==> config.mk <==
export PLATFORM = sky130hd
export DESIGN_NAME = sps_flash_seq
export DESIGN_NICKNAME = d
export VERILOG_FILES = /design/src/sps_pkg.sv /design/src/sps_flash_seq.sv /design/src/sps_prog_timer.sv
export VERILOG_INCLUDE_DIRS = /design/src /design/src/src
export SDC_FILE = /design/constraint.sdc
export NUM_CORES = 2
export LEC_CHECK = 0
export BUFFER_PORTS_ARGS = -buffer_cell sky130_fd_sc_hd__clkbuf_2
export CORE_ASPECT_RATIO = 0.8
export CORE_UTILIZATION = 40
export DETAILED_ROUTE_END_ITERATION = 8
export MAX_ROUTING_LAYER = met4
export PLACE_DENSITY_LB_ADDON = 0.1
export SLEW_MARGIN = 30
export SYNTH_ARGS = -nofsm -noshare
export SYNTH_HDL_FRONTEND = slang
export SYNTH_SLANG_ARGS = --single-unit
==> constraint.sdc <==
create_clock -name sys_clk -period 4.7 [get_ports sys_clk]
set_input_delay 0.94 -clock sys_clk [delete_from_list [all_inputs] [get_ports sys_clk]]
set_output_delay 0.94 -clock sys_clk [all_outputs]
set_load 0.01 [all_outputs]
==> src/sps_defines.svh <==
// Constants for the self-programming flash sequencer: register offsets, bit
// positions, unlock keys and programming times.
// Assumes a 40 MHz sys_clk and a 32-bit APB register bus.
`ifndef SPS_DEFINES_SVH
`define SPS_DEFINES_SVH

// Register byte offsets on the APB bus.
`define SPS_OFF_CTRL     8'h00
`define SPS_OFF_UNLOCK   8'h04
`define SPS_OFF_PTR      8'h08
`define SPS_OFF_LATCH    8'h0C
`define SPS_OFF_TCMD     8'h10

// Memory control register bit positions.
`define SPS_B_ERASE      4
`define SPS_B_ERR        3
`define SPS_B_WEN        2
`define SPS_B_START      1

// Table command register fields: bit 0 selects write, bits 2:1 the pointer mode.
`define SPS_B_TWRITE     0
`define SPS_B_MODE_LO    1

// Unlock keys, written in this order.
`define SPS_KEY_FIRST    8'h55
`define SPS_KEY_SECOND   8'hAA

// Sizes.
`define SPS_PTR_W        22
`define SPS_HOLD_N       64

// Timing: times in microseconds, counts derived from the clock rate.
`define SPS_CLK_MHZ      40
`define SPS_ERASE_US     2000
`define SPS_PROG_US      2000
`define SPS_ERASE_CYC    (`SPS_ERASE_US * `SPS_CLK_MHZ)
`define SPS_PROG_CYC     (`SPS_PROG_US * `SPS_CLK_MHZ)

`endif

==> src/sps_pkg.sv <==
// Types shared by the flash sequencer files.
// Assumes nothing beyond a SystemVerilog compiler.
package sps_pkg;

  // Pointer update applied by a table instruction.
  typedef enum logic [1:0] {
    SPS_PM_NONE     = 2'b00,
    SPS_PM_POST_INC = 2'b01,
    SPS_PM_POST_DEC = 2'b10,
    SPS_PM_PRE_INC  = 2'b11
  } sps_ptr_mode_t;

  // Long operation in progress.
  typedef enum logic [1:0] {
    SPS_OP_IDLE  = 2'b00,
    SPS_OP_ERASE = 2'b01,
    SPS_OP_PROG  = 2'b10
  } sps_op_t;

  // Progress through the two-write unlock sequence.
  typedef enum logic [1:0] {
    SPS_UNL_IDLE  = 2'b00,
    SPS_UNL_FIRST = 2'b01,
    SPS_UNL_ARMED = 2'b10
  } sps_unlock_t;

endpackage : sps_pkg

==> src/sps_flash_seq.sv <==
// Self-programming flash sequencer: table pointer, byte latch, 64 holding
// registers, unlock protection and the timed erase and program cycles.
// Assumes an APB master on sys_clk and a flash macro on sys_clk whose read
// data follows flashRdAddr one cycle later and holds while the address holds.
//
// Behaviour
// - One table read loads one byte.
// - Table read may update the pointer.
// - Address bit zero picks high byte.
// - Erase clears block at pointer 20:10.
// - No single-word erase from inside.
// - Erase needs write enable and erase select.
// - Start only right after unlock pair.
// - Row erase stalls the core about 2 ms.
// - Timer ends long cycle; core halted meanwhile.
// - Programming always covers 64 bytes.
// - 64 holding registers loaded by table writes.
// - Table write is short, no stall.
// - Holding registers keep contents after programming.
// - Start bit only set by software, hardware clears.
// - Pointer 5:0 picks holding, 20:6 block.
// - Error flag on reset-cut or improper start.
// - Four pointer modes, low 21 bits only.
`timescale 1ns/1ps
`default_nettype none
`include "sps_defines.svh"
module sps_flash_seq #(
  parameter int ERASE_CYCLES = `SPS_ERASE_CYC,
  parameter int PROG_CYCLES  = `SPS_PROG_CYC
) (
  input  wire logic         sys_clk,
  input  wire logic         rst_b,
  input  wire logic         porRst_b,
  input  wire logic         psel,
  input  wire logic         penable,
  input  wire logic         pwrite,
  input  wire logic [7:0]   paddr,
  input  wire logic [31:0]  pwdata,
  output var  logic         pready,
  output var  logic [31:0]  prdata,
  output var  logic         pslverr,
  output var  logic         cpuStall,
  output var  logic [20:0]  flashRdAddr,
  input  wire logic [15:0]  flashRdData,
  output var  logic         flashEraseBusy,
  output var  logic [10:0]  eraseBlock,
  output var  logic         flashProgBusy,
  output var  logic [14:0]  progBlock,
  output var  logic [511:0] holdImage
);
  import sps_pkg::*;

  localparam int MAXC = (ERASE_CYCLES > PROG_CYCLES) ? ERASE_CYCLES : PROG_CYCLES;
  localparam int CW   = $clog2(MAXC + 1);

  // Register state.
  logic [21:0]   ptr;
  logic [7:0]    tblLatch;
  logic          wen;
  logic          eraseSel;
  logic          startBit;
  logic          err;
  sps_unlock_t   unlock;
  sps_op_t       op;
  logic          rdPending;
  logic [7:0]    hold [`SPS_HOLD_N];

  logic [21:0]   next_ptr;
  logic [7:0]    next_tblLatch;
  logic          next_wen;
  logic          next_eraseSel;
  logic          next_startBit;
  logic          next_err;
  sps_unlock_t   next_unlock;
  sps_op_t       next_op;
  logic          next_rdPending;
  logic          next_pready;
  logic [31:0]   next_prdata;
  logic          next_pslverr;
  logic [20:0]   next_flashRdAddr;
  logic [10:0]   next_eraseBlock;
  logic [14:0]   next_progBlock;

  // Decode of the current APB access.
  logic          access;
  logic          take;
  logic          wrTake;
  logic          isCtrl;
  logic          isUnlock;
  logic          isPtr;
  logic          isLatch;
  logic          isTcmd;
  logic          mapped;
  logic          tblRdReq;
  logic          tblOp;
  logic          tblWr;
  sps_ptr_mode_t mode;
  logic [20:0]   effLow;
  logic          startReq;
  logic          startOk;
  logic          timerStart;
  logic [CW-1:0] timerLoad;
  logic          timerDone;
  logic          sysRst_b;

  assign sysRst_b = rst_b & porRst_b;
  assign access   = psel & penable;
  assign take     = access & pready;
  assign wrTake   = take & pwrite;
  assign isCtrl   = (paddr == `SPS_OFF_CTRL);
  assign isUnlock = (paddr == `SPS_OFF_UNLOCK);
  assign isPtr    = (paddr == `SPS_OFF_PTR);
  assign isLatch  = (paddr == `SPS_OFF_LATCH);
  assign isTcmd   = (paddr == `SPS_OFF_TCMD);
  assign mapped   = isCtrl | isUnlock | isPtr | isLatch | isTcmd;
  assign mode     = sps_ptr_mode_t'(pwdata[`SPS_B_MODE_LO +: 2]);
  assign tblOp    = wrTake & isTcmd;
  assign tblWr    = tblOp & pwdata[`SPS_B_TWRITE];
  assign tblRdReq = access & pwrite & isTcmd & ~pwdata[`SPS_B_TWRITE];

  // Effective pointer: pre-increment touches only the low 21 bits.
  assign effLow = (mode == SPS_PM_PRE_INC) ? ptr[20:0] + 21'h000001 : ptr[20:0];

  // A start is honoured only straight after the unlock pair and with write
  // enable in the same write; anything else counts as improper.
  assign startReq   = wrTake & isCtrl & pwdata[`SPS_B_START] & ~startBit;
  assign startOk    = startReq & (unlock == SPS_UNL_ARMED) & pwdata[`SPS_B_WEN];
  assign timerStart = startOk;
  assign timerLoad  = pwdata[`SPS_B_ERASE] ? CW'(ERASE_CYCLES) : CW'(PROG_CYCLES);

  // Bus slave: one wait state per access, a second for table reads while the
  // flash word arrives; no access completes while a long cycle runs, which is
  // how the core is held off the flash.
  always_comb begin
    next_pready      = access & ~pready & (op == SPS_OP_IDLE) & ~startBit
                       & (~tblRdReq | rdPending);
    next_rdPending   = tblRdReq & ~pready;
    next_flashRdAddr = flashRdAddr;
    if (tblRdReq & ~pready & ~rdPending) begin
      next_flashRdAddr = {ptr[21], effLow[20:1]};
    end
    next_pslverr = next_pready & ~mapped;
    next_prdata  = prdata;
    if (next_pready) begin
      next_prdata = 32'h00000000;
      if (!pwrite) begin
        unique case (1'b1)
          isCtrl: begin
            next_prdata[`SPS_B_ERASE] = eraseSel;
            next_prdata[`SPS_B_ERR]   = err;
            next_prdata[`SPS_B_WEN]   = wen;
            next_prdata[`SPS_B_START] = startBit;
          end
          isPtr:   next_prdata[21:0] = ptr;
          isLatch: next_prdata[7:0]  = tblLatch;
          default: next_prdata = 32'h00000000; // Unlock, command and unmapped read 0.
        endcase
      end
    end
  end

  // Pointer, latch and unlock tracking.
  always_comb begin
    next_ptr      = ptr;
    next_tblLatch = tblLatch;
    next_unlock   = unlock;
    if (wrTake) begin
      next_unlock = SPS_UNL_IDLE; // Any other write breaks the sequence.
      if (isUnlock) begin
        if (pwdata[7:0] == `SPS_KEY_FIRST) begin
          next_unlock = SPS_UNL_FIRST;
        end else if (pwdata[7:0] == `SPS_KEY_SECOND && unlock == SPS_UNL_FIRST) begin
          next_unlock = SPS_UNL_ARMED;
        end
      end
      if (isPtr) begin
        next_ptr = pwdata[21:0];
      end
      if (isLatch) begin
        next_tblLatch = pwdata[7:0];
      end
    end
    if (tblOp) begin
      // Only the low 21 bits move; bit 21 stays as loaded.
      unique case (mode)
        SPS_PM_NONE:     next_ptr[20:0] = effLow;
        SPS_PM_POST_INC: next_ptr[20:0] = effLow + 21'h000001;
        SPS_PM_POST_DEC: next_ptr[20:0] = effLow - 21'h000001;
        SPS_PM_PRE_INC:  next_ptr[20:0] = effLow;
      endcase
      if (!pwdata[`SPS_B_TWRITE]) begin
        // One byte per read; address bit zero picks the high byte.
        next_tblLatch = effLow[0] ? flashRdData[15:8] : flashRdData[7:0];
      end
    end
  end

  // Control bits and the long-cycle state.
  always_comb begin
    next_wen        = wen;
    next_eraseSel   = eraseSel;
    next_startBit   = startBit;
    next_err        = err;
    next_op         = op;
    next_eraseBlock = eraseBlock;
    next_progBlock  = progBlock;
    if (wrTake & isCtrl) begin
      next_wen      = pwdata[`SPS_B_WEN];
      next_eraseSel = pwdata[`SPS_B_ERASE];
      next_err      = pwdata[`SPS_B_ERR];
    end
    if (startReq & ~startOk) begin
      next_err = 1'b1; // Improper attempt: flag it, start nothing.
    end
    if (startOk) begin
      next_startBit = 1'b1; // Software can only set this bit.
      next_err      = 1'b1; // Stays set unless the timer completes the cycle.
      if (pwdata[`SPS_B_ERASE]) begin
        // Whole 1024-byte block only; the low ten bits are dropped.
        next_op         = SPS_OP_ERASE;
        next_eraseBlock = ptr[20:10];
      end else begin
        // Always the whole 64-byte block.
        next_op        = SPS_OP_PROG;
        next_progBlock = ptr[20:6];
      end
    end
    if (timerDone) begin
      // Short of a reset, the timer alone ends the cycle.
      next_startBit = 1'b0;
      next_err      = 1'b0;
      next_op       = SPS_OP_IDLE;
      if (op == SPS_OP_ERASE) begin
        next_eraseSel = 1'b0;
      end
    end
  end

  // Registers. A warm reset during a long cycle leaves the error flag set;
  // of the two resets, only the power-on reset clears it.
  always_ff @(posedge sys_clk) begin
    if (!porRst_b || !rst_b) begin
      ptr            <= 22'h000000;
      tblLatch       <= 8'h00;
      wen            <= 1'b0;
      eraseSel       <= 1'b0;
      startBit       <= 1'b0;
      err            <= porRst_b & (err | (op != SPS_OP_IDLE));
      unlock         <= SPS_UNL_IDLE;
      op             <= SPS_OP_IDLE;
      rdPending      <= 1'b0;
      pready         <= 1'b0;
      prdata         <= 32'h00000000;
      pslverr        <= 1'b0;
      cpuStall       <= 1'b0;
      flashRdAddr    <= 21'h000000;
      flashEraseBusy <= 1'b0;
      flashProgBusy  <= 1'b0;
      eraseBlock     <= 11'h000;
      progBlock      <= 15'h0000;
    end else begin
      ptr            <= next_ptr;
      tblLatch       <= next_tblLatch;
      wen            <= next_wen;
      eraseSel       <= next_eraseSel;
      startBit       <= next_startBit;
      err            <= next_err;
      unlock         <= next_unlock;
      op             <= next_op;
      rdPending      <= next_rdPending;
      pready         <= next_pready;
      prdata         <= next_prdata;
      pslverr        <= next_pslverr;
      cpuStall       <= (next_op != SPS_OP_IDLE);
      flashRdAddr    <= next_flashRdAddr;
      flashEraseBusy <= (next_op == SPS_OP_ERASE);
      flashProgBusy  <= (next_op == SPS_OP_PROG);
      eraseBlock     <= next_eraseBlock;
      progBlock      <= next_progBlock;
    end
  end

  // Holding registers: a table write only updates one entry, chosen by
  // pointer bits 5:0. They are never cleared by programming, so software
  // must refill them.
  genvar gi;
  generate
    for (gi = 0; gi < `SPS_HOLD_N; gi++) begin : g_hold
      logic [7:0] next_hold;
      assign next_hold = (tblWr && effLow[5:0] == 6'(gi)) ? tblLatch : hold[gi];
      always_ff @(posedge sys_clk) begin
        if (!porRst_b) begin
          hold[gi] <= 8'h00;
        end else begin
          hold[gi] <= next_hold;
        end
      end
      assign holdImage[8*gi +: 8] = hold[gi];
    end
  endgenerate

  sps_prog_timer #(
    .CW (CW)
  ) uTimer (
    .sys_clk (sys_clk),
    .rst_b   (sysRst_b),
    .start   (timerStart),
    .loadVal (timerLoad),
    .done    (timerDone)
  );
endmodule : sps_flash_seq
`default_nettype wire

==> src/sps_prog_timer.sv <==
// Internal programming timer: counts down a loaded cycle count and pulses done.
// Assumes start is a one-cycle pulse on sys_clk and is not given while counting.
`timescale 1ns/1ps
`default_nettype none
module sps_prog_timer #(
  parameter int CW = 17
) (
  input  wire logic          sys_clk,
  input  wire logic          rst_b,
  input  wire logic          start,
  input  wire logic [CW-1:0] loadVal,
  output var  logic          done
);

  logic [CW-1:0] cnt;
  logic [CW-1:0] next_cnt;
  logic          next_done;

  // Down counter; done fires on the edge after the count reaches one.
  always_comb begin
    next_cnt  = cnt;
    next_done = 1'b0;
    if (start) begin
      next_cnt = loadVal;
    end else if (cnt != '0) begin
      next_cnt  = cnt - 1'b1;
      next_done = (cnt == CW'(1));
    end
  end

  // A reset mid-count simply abandons the cycle.
  always_ff @(posedge sys_clk) begin
    if (!rst_b) begin
      cnt  <= '0;
      done <= 1'b0;
    end else begin
      cnt  <= next_cnt;
      done <= next_done;
    end
  end

endmodule : sps_prog_timer
`default_nettype wire

==> metrics.yaml <==
critPathBufInv: 1
regArea_um2: 12910
worst_ep_required_time_ns: 5.19
synth_xor_area_frac: 0.01849
avgSynthCellArea_um2: 10.24
synth_top_family_by_area: "simple AND/OR/NAND/NOR gates"
die_h_um: 235.8
slew_violations: 0
grt_start_max_net_pins: 218
drtIter0Drc: 1073
cts.path.max_buffers: 3
io_buffers: 637
grt_pass1_vias: 20720
drive_gt1_frac: 0.2798
drtPass1Iterations: 5
core_area_um2: 67430
period_share: 0.8476
dp_hpwl_um: 64090
critPathTopFamily: "compound AO/OA/AOI/OAI gates"
grt.overflow.total: 0
clock_skew_ns: 0.02033
antenna_found_initial: 2
yosysWarningCount: 0
path_cells: "ha_1 > mux2i_1 > inv_1 > ha_1 > nand2_1 > o21ai_0 > a21oi_1 > o221ai_1 > a21oi_1 > o211ai_1 > a2111oi_2 > nor4_1 > mux2i_1 > and3_1"
synth_fa_ha_area_frac: 0.009382
cts_tree: "yes"
clockRootBuffer: "clkbuf_16"
hold_buffers: 0
synthMuxAreaShare: 0.2056
start_kind: "register"
grtUsageTotal: 0.2656
die_area_um2: 69410
slowest_delay_ns: 0.50
clk_latency_ns: 0.61
hold_class: "register to register"
wl_per_cell_um: 22.03
fill_cells: 6465
die_width_um: 294.3
critical_path.slowest_cell: "dfxtp_1"
gp_congestion: 0.8858
start_util: 0.4055
wirelength_um: 92570
slew_headroom: 0.3974
cts.sinks: 643
synthFlopType: "dfxtp_1"
setup.worst_path.end_class: "register"
postCtsSetupRepairBufs: 0
hold_violations: 0
ctsResizeCount: 0
tightest_slew_ns: 0.9007
fmax_ghz: 0.2510
synth-simple-area-share: 0.2103
drc_errors: 0
yosysSeqAreaShare: 0.4712
min_period_ns: 3.984
synth-compound-area-share: 0.05304
vias: 21080
r2r_slack_ns: 0.72
synth_async_sr_flop_share: 0
status: "complete, no violations"
multi_input_area_um2: 13640
vdd_drop_max_mv: 0.2800
finalSetupViolCount: 0
finalSetupTns_ns: 0
crit_path_max_fanout: 7
htreeDepth: 3
critPathKind: "register to register"
drv_cap: 0
synth_edf_count: 1
avgViaCountPerCell: 5.017
stdcell_area_um2: 33550
arrival_ns: 4.48
cts_inserted_buffers: 68
grt_pass1_wl_um: 135400
p_per_area_nw_per_um2: 350.3
final_util: 0.4976
synth_area_um2: 27340
netlist_instances: 2670
fp-row-count: 85
synth.distinct_cells: 85
area_delta_synth_final_pct: 22.72
rsz0062_at_grt: "false"
ys_ff_latch: 643
ios: 658
postRouteAntennaNets: 0
power_leakage_nw: 12.25
post_dp_cell_area_um2: 31330
layout.nets: 3319
clk_pin_slew_worst_paths_ns: 0.06
logic make-up (layout without fill, tap and decap cells):
| logic type | count (synthesis) | count (layout) |
|---|---|---|
| xor+xnor | 52 | 52 |
| buf+inv | 210 | 819 |
| other cells | 1 | 11 |
| flops | 643 | 643 |
| simple gates | 960 | 960 |
| fa+ha+maj | 20 | 20 |
| compound gates | 225 | 225 |
| mux | 559 | 559 |
per-layer routing:
metal / track usage / vias up / share of wire
met5: - / - / 0
met4: 0.08412 / 0 / 0.030
met3: 0.06200 / 153 / 0.066
met2: 0.4220 / 611 / 0.46
met1: 0.3321 / 10160 / 0.44
li1: - / 10160 / -
layout make-up:
type	count	share of cell area
Clock inverter	17	0.006116
Antenna cell	1	0.00007458
Sequential cell	643	0.3848
Timing Repair Buffer	682	0.1064
Tap cell	913	0.03405
Clock buffer	103	0.06004
Multi-Input combinational cell	1826	0.4066
Inverter	17	0.001902
Yosys cell counts, drive strengths merged (6+ instances only):
master / count / area share
mux2i: 541 / 0.20
and2: 6 / 0.0014
ha: 18 / 0.0082
xnor2: 39 / 0.013
buf: 65 / 0.012
o21ai: 38 / 0.0070
nor2b: 515 / 0.12
a311oi: 8 / 0.0026
nor3: 32 / 0.0068
clkbuf: 128 / 0.018
xor2: 11 / 0.0038
a22o: 14 / 0.0045
a211oi: 20 / 0.0057
nand2b: 7 / 0.0016
or3: 9 / 0.0024
or2: 12 / 0.0027
and3: 8 / 0.0018
nand4: 9 / 0.0023
and4: 6 / 0.0020
nand2: 136 / 0.019
a21oi: 96 / 0.018
nor2: 161 / 0.039
mux2: 18 / 0.0076
inv: 17 / 0.0023
dfxtp: 642 / 0.47
nand3: 34 / 0.0064
nor4: 12 / 0.0030
state kept, by name, summed over array words and instances, names as in the netlist, 2 cells and up:
register,count
progBlock,15
ptr,22
flashRdAddr,21
unlock,2
uTimer.cnt,17
op,2
eraseBlock,11
hold,512
prdata,22
tblLatch,8
where the power goes:
part           switching (mW)  internal, mW  total, mW  leakage [nW]
registers              0.0564          5.50       5.56          5.19
logic                   0.470         0.337      0.807          5.97
clock network            2.25          3.14       5.39          1.09
total                    2.78          8.98       11.8          12.2
cell usage in the layout (no fill, tap or decap), types with 11 or more instances in the layout:
cell type / count
nor2_2: 11
a21oi_1: 94
clkbuf_8: 16
xnor2_1: 37
nor2b_1: 515
ha_1: 17
nor2_4: 55
nor3_1: 28
mux2_2: 17
o21ai_0: 27
clkbuf_1: 18
clkbuf_2: 636
o21ai_1: 11
inv_1: 15
dfxtp_1: 634
a211oi_1: 19
a22o_1: 14
nand3_1: 33
nor2_1: 94
clkbuf_16: 69
nand2_1: 131
mux2i_1: 541
buf_4: 43
tightest hold or removal path: stages, from the launching register on:
cell and delay, ns:
dfxtp_1 0.31, nand2_1 0.05, a21oi_1 0.05
metrics by stage:
step | power, mW | cells | hold slack (ns) | setup WS [ns]
final | 11.75 | 4202 | 0.4490 | 0.7160
after global routing | 12.19 | 4202 | 0.4683 | 0.4432
after CTS | 11.88 | 4201 | 0.4521 | 0.7540
after detailed placement | 6.478 | 4081 | 0.4457 | 0.1168
after global placement | 6.434 | 4080 | 0.4430 | 0.2279
after floorplan | 6.306 | 2679 | 0.4350 | 0.01583
final timing paths:
kind,end,cells past startpoint,startpoint
setup / recovery,ptr[19]$_SDFFE_PN0P_,14,ptr[0]$_SDFFE_PN0P_
hold / removal,flashRdAddr[12]$_SDFFE_PN0P_,2,flashRdAddr[12]$_SDFFE_PN0P_
hold reg to reg,flashRdAddr[12]$_SDFFE_PN0P_,2,flashRdAddr[12]$_SDFFE_PN0P_
setup reg to reg,ptr[19]$_SDFFE_PN0P_,14,ptr[0]$_SDFFE_PN0P_
No activity file was read; power rests on OpenSTA's default activity.
